===== config.mk =====
export PLATFORM = sky130hd
export DESIGN_NAME = triggered_pwm_timer
export DESIGN_NICKNAME = d
export VERILOG_FILES = /design/src/rtl/pwm_channel.v /design/src/rtl/triggered_pwm_timer.v
export VERILOG_INCLUDE_DIRS = /design/src /design/src/shared
export SDC_FILE = /design/constraint.sdc
export NUM_CORES = 1
export LEC_CHECK = 0
export BUFFER_PORTS_ARGS = -buffer_cell sky130_fd_sc_hd__buf_2
export CAP_MARGIN = 30
export CORE_MARGIN = 8
export CORE_UTILIZATION = 59
export CTS_CLUSTER_SIZE = 12
export DETAILED_ROUTE_END_ITERATION = 7
export GPL_TIMING_DRIVEN = 1
export PLACE_DENSITY = 0.91
export SYNTH_ARGS = -nofsm -noshare
export SYNTH_HDL_FRONTEND = slang
export SYNTH_SLANG_ARGS = --single-unit

===== constraint.sdc =====
create_clock -name clk_sys -period 7.4 [get_ports clk_sys]
set_input_delay 0.37 -clock clk_sys [delete_from_list [all_inputs] [get_ports clk_sys]]
set_output_delay 0.37 -clock clk_sys [all_outputs]
set_load 0.01 [all_outputs]

===== src/shared/tpwm_consts.vh =====
// Constants for the triggered PWM timer: register offsets, field positions, reset values.
// Included by the timer, its monitor and its test bench; definitions only.
`ifndef TPWM_CONSTS_VH
`define TPWM_CONSTS_VH

`define OFS_EVENT_EDGE_SELECT   6'h00
`define OFS_COUNTER_SNAPSHOT    6'h04
`define OFS_PERIOD_COMPARE      6'h08
`define OFS_DUTY_COMPARE_ONE    6'h0C
`define OFS_DUTY_COMPARE_TWO    6'h10
`define OFS_DUTY_COMPARE_THREE  6'h14
`define OFS_CONTROL             6'h18
`define OFS_STATUS              6'h1C

`define EDGE_SEL_LO_BIT         2
`define EDGE_SEL_HI_BIT         3
`define EDGE_SEL_MASK           8'h0C

`define CTRL_RUN_BIT            0
`define CTRL_TRIG_BIT           1
`define CTRL_PRESCALE_LSB       8
`define CTRL_PRESCALE_MSB       15

`define RST_COMPARE             16'hFFFF
`define RST_COUNTER             16'hFFFF
`define RST_PRESCALE            8'h00

`endif


===== src/rtl/pwm_channel.v =====
// One PWM channel: compares the running count against its duty buffer.
// Assumes count_tick marks the count-clock edge and restart marks a trigger.
`timescale 1ns/10ps

module pwm_channel #(
    parameter WIDTH = 16
) (
    // Clock and reset
    input  wire             clk_sys,
    input  wire             nrst,
    // Count state
    input  wire             running,
    input  wire             count_tick,
    input  wire             restart,
    input  wire             period_wrap,
    input  wire [WIDTH-1:0] count,
    input  wire [WIDTH-1:0] duty_buf,
    // Outputs
    output reg              pwm_q,
    output reg              irq_q
);

    wire             match_now;
    wire [WIDTH-1:0] count_next;

    // Value the counter takes at this tick; a wrap clears it to zero
    assign count_next = period_wrap ? {WIDTH{1'b0}} : count + 1'b1;
    // Match as the counter reaches the buffer value, compared against the value it takes at this tick
    assign match_now = running && count_tick && (count_next == duty_buf);

    always @(posedge clk_sys or negedge nrst) begin
        if (!nrst) begin
            pwm_q <= 1'b0;
            irq_q <= 1'b0;
        end else if (!running) begin
            pwm_q <= 1'b0;
            irq_q <= 1'b0;
        end else if (restart) begin
            // Trigger wins over a coincident duty match; a zero duty keeps 0%
            pwm_q <= (duty_buf != {WIDTH{1'b0}});
            irq_q <= 1'b0;
        end else begin
            irq_q <= match_now;
            if (period_wrap) begin
                // Zero duty matches at the wrap itself, so the output never rises
                pwm_q <= (duty_buf != {WIDTH{1'b0}});
            end else if (match_now) begin
                pwm_q <= 1'b0;
            end
        end
    end

endmodule // pwm_channel


===== src/rtl/triggered_pwm_timer.v =====
// Triggered PWM timer: 16-bit counter restarted by a software trigger, three PWM outputs.
// Assumes a classic Wishbone master on the system clock; no interrupt controller here.
`timescale 1ns/10ps
`include "tpwm_consts.vh"

module triggered_pwm_timer #(
    parameter WIDTH    = 16,
    parameter PS_WIDTH = 8
) (
    // Clock and reset
    input  wire        clk_sys,
    input  wire        nrst,
    // Wishbone slave
    input  wire        wb_cyc_i,
    input  wire        wb_stb_i,
    input  wire        wb_we_i,
    input  wire [5:0]  wb_adr_i,
    input  wire [3:0]  wb_sel_i,
    input  wire [31:0] wb_dat_i,
    output reg  [31:0] wb_dat_o,
    output reg         wb_ack_o,
    // Timer outputs
    output reg         period_toggle_out,
    output wire        pwm_out_one,
    output wire        pwm_out_two,
    output wire        pwm_out_three,
    output reg         period_match_irq,
    output wire        duty_match_irq_one,
    output wire        duty_match_irq_two,
    output wire        duty_match_irq_three
);

    localparam [2:0] ST_IDLE = 3'b001;
    localparam [2:0] ST_WAIT = 3'b010;
    localparam [2:0] ST_RUN  = 3'b100;

    reg  [2:0]          state_q;
    reg  [7:0]          event_edge_select_q;
    reg  [WIDTH-1:0]    period_compare_q;
    reg  [WIDTH-1:0]    duty_compare_one_q;
    reg  [WIDTH-1:0]    duty_compare_two_q;
    reg  [WIDTH-1:0]    duty_compare_three_q;
    reg  [WIDTH-1:0]    period_buffer_q;
    reg  [WIDTH-1:0]    duty_buffer_one_q;
    reg  [WIDTH-1:0]    duty_buffer_two_q;
    reg  [WIDTH-1:0]    duty_buffer_three_q;
    reg  [WIDTH-1:0]    count_q;
    reg                 count_run_enable_q;
    reg                 transfer_armed_q;
    reg  [PS_WIDTH-1:0] prescale_q;
    reg  [PS_WIDTH-1:0] ps_cnt_q;
    reg                 wrap_seen_q;

    wire                wb_req;
    wire                wb_wr;
    wire                wb_lo;
    wire                wb_hi;
    wire                soft_trigger_bit;
    wire                running;
    wire                count_tick;
    wire                restart;
    wire                period_wrap;
    wire                duty_one_write;
    wire [31:0]         status_word;
    reg  [31:0]         rd_mux;
    wire                chan_active;
    wire                load_wrap;
    wire                load_now;
    wire [WIDTH-1:0]    duty_one_eff;
    wire [WIDTH-1:0]    duty_two_eff;
    wire [WIDTH-1:0]    duty_three_eff;

    assign wb_req  = wb_cyc_i && wb_stb_i && !wb_ack_o;
    assign wb_wr   = wb_req && wb_we_i;
    assign wb_lo   = wb_sel_i[0];
    assign wb_hi   = wb_sel_i[1];
    // Trigger is a write-one strobe of the control register; reads back as zero
    assign soft_trigger_bit = wb_wr && (wb_adr_i == `OFS_CONTROL) && wb_lo
                              && wb_dat_i[`CTRL_TRIG_BIT];
    assign running  = (state_q == ST_RUN);
    // A prescale lowered mid-count must not leave the divider stuck above it
    assign count_tick = running && (ps_cnt_q >= prescale_q);
    assign restart  = count_run_enable_q && soft_trigger_bit;
    // Clear happens on the count after the period match
    assign period_wrap = count_tick && (count_q == period_buffer_q) && !restart;
    assign duty_one_write = wb_wr && (wb_adr_i == `OFS_DUTY_COMPARE_ONE) && (wb_lo || wb_hi);

    // Channels hold their level while waiting, so the first trigger can raise them
    assign chan_active = count_run_enable_q && (state_q != ST_IDLE);
    // On a load edge the channels must see the incoming duty, not the outgoing one;
    // otherwise a zero-to-nonzero change would lose the first active phase
    assign load_wrap = period_wrap && transfer_armed_q && !duty_one_write;
    assign load_now  = ((state_q == ST_WAIT) && restart) || load_wrap;
    assign duty_one_eff   = load_now ? duty_compare_one_q   : duty_buffer_one_q;
    assign duty_two_eff   = load_now ? duty_compare_two_q   : duty_buffer_two_q;
    assign duty_three_eff = load_now ? duty_compare_three_q : duty_buffer_three_q;

    // Sequencer: idle until enabled, wait for a trigger, then run
    always @(posedge clk_sys or negedge nrst) begin
        if (!nrst) begin
            state_q <= ST_IDLE;
        end else begin
            case (state_q)
                ST_IDLE: if (count_run_enable_q) state_q <= ST_WAIT;
                ST_WAIT: begin
                    if (!count_run_enable_q) state_q <= ST_IDLE;
                    else if (restart) state_q <= ST_RUN;
                end
                ST_RUN:  if (!count_run_enable_q) state_q <= ST_IDLE;
                default: state_q <= ST_IDLE;
            endcase
        end
    end

    // Count-clock divider; zero prescale counts every system clock
    always @(posedge clk_sys or negedge nrst) begin
        if (!nrst) begin
            ps_cnt_q <= {PS_WIDTH{1'b0}};
        end else if (!running || restart || count_tick) begin
            ps_cnt_q <= {PS_WIDTH{1'b0}};
        end else begin
            ps_cnt_q <= ps_cnt_q + 1'b1;
        end
    end

    // Counter, buffers and period outputs
    always @(posedge clk_sys or negedge nrst) begin
        if (!nrst) begin
            count_q             <= `RST_COUNTER;
            period_buffer_q     <= `RST_COMPARE;
            duty_buffer_one_q   <= `RST_COMPARE;
            duty_buffer_two_q   <= `RST_COMPARE;
            duty_buffer_three_q <= `RST_COMPARE;
            transfer_armed_q    <= 1'b0;
            period_toggle_out   <= 1'b0;
            period_match_irq    <= 1'b0;
            wrap_seen_q         <= 1'b0;
        end else begin
            period_match_irq <= 1'b0;
            if (duty_one_write) begin
                transfer_armed_q <= 1'b1;
            end
            if (!count_run_enable_q) begin
                count_q           <= `RST_COUNTER;
                period_toggle_out <= 1'b0;
                wrap_seen_q       <= 1'b0;
            end else if (state_q == ST_WAIT && restart) begin
                // First start loads every buffer straight from its register
                count_q             <= {WIDTH{1'b0}};
                period_buffer_q     <= period_compare_q;
                duty_buffer_one_q   <= duty_compare_one_q;
                duty_buffer_two_q   <= duty_compare_two_q;
                duty_buffer_three_q <= duty_compare_three_q;
                transfer_armed_q    <= 1'b0;
                period_toggle_out   <= 1'b0;
            end else if (restart) begin
                count_q           <= {WIDTH{1'b0}};
                period_toggle_out <= ~period_toggle_out;
            end else if (period_wrap) begin
                count_q           <= {WIDTH{1'b0}};
                period_match_irq  <= 1'b1;
                period_toggle_out <= ~period_toggle_out;
                wrap_seen_q       <= 1'b1;
                if (transfer_armed_q && !duty_one_write) begin
                    period_buffer_q     <= period_compare_q;
                    duty_buffer_one_q   <= duty_compare_one_q;
                    duty_buffer_two_q   <= duty_compare_two_q;
                    duty_buffer_three_q <= duty_compare_three_q;
                    transfer_armed_q    <= 1'b0;
                end
            end else if (count_tick) begin
                count_q <= count_q + 1'b1;
            end
        end
    end

    pwm_channel #(.WIDTH(WIDTH)) u_ch_one (
        .clk_sys     (clk_sys),
        .nrst        (nrst),
        .running     (chan_active),
        .count_tick  (count_tick),
        .restart     (restart),
        .period_wrap (period_wrap),
        .count       (count_q),
        .duty_buf    (duty_one_eff),
        .pwm_q       (pwm_out_one),
        .irq_q       (duty_match_irq_one)
    );

    pwm_channel #(.WIDTH(WIDTH)) u_ch_two (
        .clk_sys     (clk_sys),
        .nrst        (nrst),
        .running     (chan_active),
        .count_tick  (count_tick),
        .restart     (restart),
        .period_wrap (period_wrap),
        .count       (count_q),
        .duty_buf    (duty_two_eff),
        .pwm_q       (pwm_out_two),
        .irq_q       (duty_match_irq_two)
    );

    pwm_channel #(.WIDTH(WIDTH)) u_ch_three (
        .clk_sys     (clk_sys),
        .nrst        (nrst),
        .running     (chan_active),
        .count_tick  (count_tick),
        .restart     (restart),
        .period_wrap (period_wrap),
        .count       (count_q),
        .duty_buf    (duty_three_eff),
        .pwm_q       (pwm_out_three),
        .irq_q       (duty_match_irq_three)
    );

    // Register writes; byte lanes 0 and 1 carry the 16-bit compare values
    always @(posedge clk_sys or negedge nrst) begin
        if (!nrst) begin
            event_edge_select_q  <= 8'h00;
            period_compare_q     <= `RST_COMPARE;
            duty_compare_one_q   <= `RST_COMPARE;
            duty_compare_two_q   <= `RST_COMPARE;
            duty_compare_three_q <= `RST_COMPARE;
            count_run_enable_q   <= 1'b0;
            prescale_q           <= `RST_PRESCALE;
        end else if (wb_wr) begin
            case (wb_adr_i)
                `OFS_EVENT_EDGE_SELECT: begin
                    if (wb_lo) event_edge_select_q <= wb_dat_i[7:0] & `EDGE_SEL_MASK;
                end
                `OFS_PERIOD_COMPARE: begin
                    if (wb_lo) period_compare_q[7:0]  <= wb_dat_i[7:0];
                    if (wb_hi) period_compare_q[15:8] <= wb_dat_i[15:8];
                end
                `OFS_DUTY_COMPARE_ONE: begin
                    if (wb_lo) duty_compare_one_q[7:0]  <= wb_dat_i[7:0];
                    if (wb_hi) duty_compare_one_q[15:8] <= wb_dat_i[15:8];
                end
                `OFS_DUTY_COMPARE_TWO: begin
                    if (wb_lo) duty_compare_two_q[7:0]  <= wb_dat_i[7:0];
                    if (wb_hi) duty_compare_two_q[15:8] <= wb_dat_i[15:8];
                end
                `OFS_DUTY_COMPARE_THREE: begin
                    if (wb_lo) duty_compare_three_q[7:0]  <= wb_dat_i[7:0];
                    if (wb_hi) duty_compare_three_q[15:8] <= wb_dat_i[15:8];
                end
                `OFS_CONTROL: begin
                    if (wb_lo) count_run_enable_q <= wb_dat_i[`CTRL_RUN_BIT];
                    if (wb_hi) prescale_q <= wb_dat_i[`CTRL_PRESCALE_MSB:`CTRL_PRESCALE_LSB];
                end
                default: ;
            endcase
        end
    end

    assign status_word = {28'h0000000, wrap_seen_q, transfer_armed_q,
                          running, (state_q == ST_WAIT)};

    // Read mux; unmapped offsets read zero and still acknowledge
    always @* begin
        case (wb_adr_i)
            `OFS_EVENT_EDGE_SELECT:  rd_mux = {24'h000000, event_edge_select_q};
            `OFS_COUNTER_SNAPSHOT:   rd_mux = {16'h0000, count_q};
            `OFS_PERIOD_COMPARE:     rd_mux = {16'h0000, period_compare_q};
            `OFS_DUTY_COMPARE_ONE:   rd_mux = {16'h0000, duty_compare_one_q};
            `OFS_DUTY_COMPARE_TWO:   rd_mux = {16'h0000, duty_compare_two_q};
            `OFS_DUTY_COMPARE_THREE: rd_mux = {16'h0000, duty_compare_three_q};
            `OFS_CONTROL:            rd_mux = {16'h0000, prescale_q, 7'h00, count_run_enable_q};
            `OFS_STATUS:             rd_mux = status_word;
            default:                 rd_mux = 32'h00000000;
        endcase
    end

    always @(posedge clk_sys or negedge nrst) begin
        if (!nrst) begin
            wb_ack_o <= 1'b0;
            wb_dat_o <= 32'h00000000;
        end else begin
            wb_ack_o <= wb_req;
            if (wb_req && !wb_we_i) begin
                wb_dat_o <= rd_mux;
            end
        end
    end

endmodule // triggered_pwm_timer


# Word level (Yosys, flattened, before mapping)
# Index checks and enable logic that the tools add are counted.
# Widths: inputs -> output; s select.
[classes]
bitwise = 1
n_eq_ne = 27
n_lt_le_gt_ge = 1
reduce_logical = 51
add_sub_neg = 2
mux = 68
[op_table]
columns = ["cell", "n"]
rows = [
  ["$mux 16", 25],
  ["$pmux 16 s8", 1],
  ["$eq 16x16->1", 4],
  ["$reduce_bool 16->1", 3],
  ["$reduce_and 3->1", 13],
  ["$mux 1", 36],
  ["$eq 6x5->1 const B", 4],
  ["$logic_and 1x1->1", 22],
  ["$add 16x1->16 const B", 1],
  ["$eq 6x4->1 const B", 2],
  ["$mux 3", 4],
  ["$pmux 3 s3", 1],
  ["$add 8x1->8 const B", 1],
  ["$ge 8x8->1", 1],
  ["$mux 8", 1],
  ["$ne 2x2->1 const B", 4],
  ["$ne 4x3->1 const B", 2],
  ["$eq 6x3->1 const B", 1],
  ["$logic_not 6->1", 1],
  ["$logic_not 1->1", 5],
  ["$ne 5x1->1 const B", 1],
  ["$logic_or 1x1->1", 4],
  ["$ne 2x1->1 const B", 2],
  ["$ne 4x1->1 const B", 1],
  ["9 further kinds", 10],
]
[totals]
output_inout_bits = 41
ff_bits = 209
wordCells = 180

# Longest topological paths before layout
[logic_depth]
ltp_word = 19
depth_mapped = 14
ltp_nobuf = 12

# Modules after synthesis
# Synthesis repeated with hierarchy kept, for this count alone.
[unflattened]
cells_unflattened = 1143
area_unflattened_um2 = 12102.9
[by_module_without_submodules]
columns = ["module", "area_per_inst_um2", "n_inst", "cells_each"]
rows = [
  ["triggered_pwm_timer", 9359.0, 1, 750],
  ["pwm_channel", 914.6, 3, 131],
]

# Least setup slack after synthesis
# Ideal clock, no wire load.
[synth_path]
path_kind = "reg2reg"
start = "register count_q[5]"
end = "register u_ch_one.pwm_q"
t_arrival_ns = 3.267
path_stages_with_launch = 12
setup_time_ns = 0.120
path_slack_ns = 4.013
required_ns = 7.280
cell_sequence = "dfstp_2 clkbuf_1 xnor2_1 nand4_1 nor4_2 o2111ai_1 and3_1 or3_1 a211oi_1 nor4bb_1 nand4_1 a31o_2"
[synth_between]
elab_chain_len = 11
word_cells_on_any_way = 16
[synth_rtl]
columns = ["item", "line", "rtl"]
rows = [
  ["start, declared", "triggered_pwm_timer.v:47", "reg [WIDTH-1:0] count_q;"],
  ["start signal, assigned", "triggered_pwm_timer.v:129", "count_q <= `RST_COUNTER;"],
  ["start signal, assigned", "triggered_pwm_timer.v:144", "count_q <= `RST_COUNTER;"],
  ["start signal, assigned", "triggered_pwm_timer.v:149", "count_q <= {WIDTH{1'b0}};"],
  ["branches (longest 11 deep; another with $add 16x1->16)", "n/a", ""],
  ["end signal, assigned", "pwm_channel.v:40", "pwm_q <= (duty_buf != {WIDTH{1'b0}});"],
  ["end signal, assigned", "pwm_channel.v:46", "pwm_q <= (duty_buf != {WIDTH{1'b0}});"],
  ["end, declared", "pwm_channel.v:19", "output reg pwm_q,"],
]
# Parallel ways; which one is timed is not known.
# A chain may end at the register's enable or synchronous reset.

# Worst setup path after layout
# Ends and elaborated chain as after synthesis.

==> results.json <==
{
  "status": "finished clean",
  "final_common_cell": "dfstp_2",
  "fillers": 1291,
  "rsz0062_at_grt": "false",
  "yosysTopAreaCell": "dfstp_2",
  "gp_congestion": 0.9985,
  "core_um2": 17900,
  "seqCellArea_um2": 5011,
  "peakVddDrop_v": 0.0001714,
  "syn_avg_cell_area_um2": 10.98,
  "grt_pass1_wl_mm": 48.40,
  "dieHeight_um": 151.0,
  "period_share": 0.5881,
  "synth_seq_cells": 193,
  "multiInputGateArea_um2": 5409,
  "clock_path_buffers": 2,
  "cts_tree": "yes",
  "synth_edf_count": 0,
  "holdCritPathClass": "primary input to async pin",
  "clockRootBuffer": "clkbuf_16",
  "num_antenna_cells": 0,
  "crit_fanout": 19,
  "vias": 8626,
  "final_cell_mix": "dfstp_2 (145), mux2_2 (140), buf_2 (52)",
  "worst_pin_slew_ns": 0.9693,
  "placementRows": 49,
  "syn2layout_area_growth_pct": 9.252,
  "finalPower_mw": 2.280,
  "fin_skew_ns": 0.01281,
  "synth_top_area_share": 0.3544,
  "start_kind": "flop",
  "ys.flop_type": "dfstp_2",
  "die_area_um2": 22800,
  "placedCellCount": 1221,
  "cts_buffers": 17,
  "drc": 0,
  "cts.clk_slew.worst_paths_ns": 0.08,
  "antenna_found_initial": 0,
  "cts_repair_resize_count": 0,
  "critPathKind": "flop to flop",
  "pre_cts_slack_ns": 2.967,
  "synthDistinctLibCells": 64,
  "routed_wirelength_mm": 31.48,
  "synth_area_leaders": "dfstp_2 (35%), mux2_2 (15%), dfrtp_1 (11%)",
  "seq_area_frac_synth": 0.4661,
  "fin_nets": 1069,
  "leakagePower_nw": 5.052,
  "power.density_nw_per_um2": 194.1,
  "dp_hpwl_mm": 22.73,
  "worstPathArrival_ns": 4.70,
  "h-tree-depth": 4,
  "grt_usage": 0.2800,
  "synth_warnings": 0,
  "layout_min_cycle_time_ns": 4.352,
  "setup-tns-final_ns": 0,
  "drv_slew": 0,
  "r2r_start": "count_q[5]",
  "drive_above_1_share": 0.3902,
  "cp.required_ns": 7.74,
  "final-instance-count-excl-fill": 1254,
  "initial_utilization": 0.6006,
  "max_clock_freq_mhz": 229.8,
  "maxSlewHeadroom": 0.3538,
  "drtIter0Drc": 1166,
  "hold_viol": 0,
  "drv_cap": 0,
  "synthArstFlopShare": 1.000,
  "syn_area_um2": 10750,
  "clock_latency_ns": 0.45,
  "io_pins": 88,
  "die_x_um": 151.0,
  "ctsHoldBuffers": 0,
  "via_per_inst": 6.879,
  "fin_util": 0.6561,
  "startpoint": "count_q[5]",
  "grt_pass1_vias": 8329,
  "setup_viol": 0,
  "dr.pass1.iters": 7,
  "clock_sinks": 193,
  "post_cts_buffers": 0,
  "detail-route-antenna-nets": 0,
  "gr-total-overflow": 0,
  "io_buffers": 53,
  "end_kind": "flop",
  "grt_max_degree": 119,
  "syn_inst": 979,
  "wl_per_cell_um": 25.10,
  "timing.final.ws_setup_ns": 3.048
}
## worst max-delay path, stage by stage, from the launching register on
cell      delay [ns]
dfstp_2         0.65
xnor2_1         0.18
nand4_1         0.17
nor4_2          0.67
o211a_1         0.71
nor2_1          0.36
or3_1           0.44
a211oi_1        0.21
nor4bb_1        0.36
nand4_1         0.22
a31o_2          0.28
## cell usage after synthesis, types with 14 or more instances
cell,instances
xor2_1,23
nor3_1,17
dfrtp_1,48
clkbuf_1,43
a222oi_1,23
and3_1,26
buf_4,16
mux2i_1,40
mux2_2,140
inv_1,21
nor2_1,52
nand3_1,50
a31oi_1,14
nand2_1,33
o21ai_0,44
nand4_1,24
xnor2_1,37
dfstp_2,145
a21oi_1,22
nor4_1,22
o21a_1,14
## sequential cells by signal (all words and copies together) (netlist names), 2 cells and up
signal                count
count_q                  16
duty_buffer_one_q        16
duty_buffer_three_q      16
duty_buffer_two_q        16
duty_compare_one_q       16
duty_compare_three_q     16
duty_compare_two_q       16
event_edge_select_q       2
period_buffer_q          16
period_compare_q         16
prescale_q                8
ps_cnt_q                  8
state_q                   3
wb_dat_o                 16
## per-layer routing
metal  share of wire  GRT usage
met5               0          0
met4           0.042     0.1282
met3            0.11    0.06513
met2            0.46     0.4362
met1            0.39     0.3654
## power by group
group	internal (mW)	switching [mW]	total, mW
combinational	0.0801	0.130	0.210
clock	0.483	0.461	0.944
sequential	1.09	0.0314	1.12
total	1.66	0.623	2.28
## cell type report
type,count,area share
flip-flops and latches,193,0.4266
clock buffers,18,0.03654
repair buffers,65,0.03100
clock inverters,14,0.01427
multi-input cells,714,0.4605
well taps,229,0.02439
inverters,21,0.006711
## logic make-up after synthesis
kind of cell,after synthesis,synth area share
adders and majority gates,10,0.01164
and+or+nand+nor,276,0.1407
buffers and inverters,87,0.03724
AOI/OAI and AO/OA,172,0.1113
muxes,180,0.1839
xor gates and xnor gates,60,0.04888
other,1,0.0003488
DFF,193,0.4661
## per-stage QoR
stage          area (um^2)  hold slack (ns)
6_report             11750          0.02929
5_1_grt              11750           0.1100
4_1_cts              11740          0.08025
3_5_place_dp         11140           0.4756
3_3_place_gp         11140           0.4648
2_1_floorplan        10810          0.07441
## final timing paths
kind	end	slack, ns	depth (start not counted)
setup / recovery	u_ch_one.pwm_q	3.05	10
hold / removal	ps_cnt_q[1]	0.03	1
setup reg to reg	u_ch_one.pwm_q	3.05	10
hold reg to reg	wb_dat_o[15]	0.49	1
max in group asynchronous	state_q[2]	5.84	2
min in group clk_sys	period_compare_q[5]	0.20	2
Power figures use the tool's default switching activity.
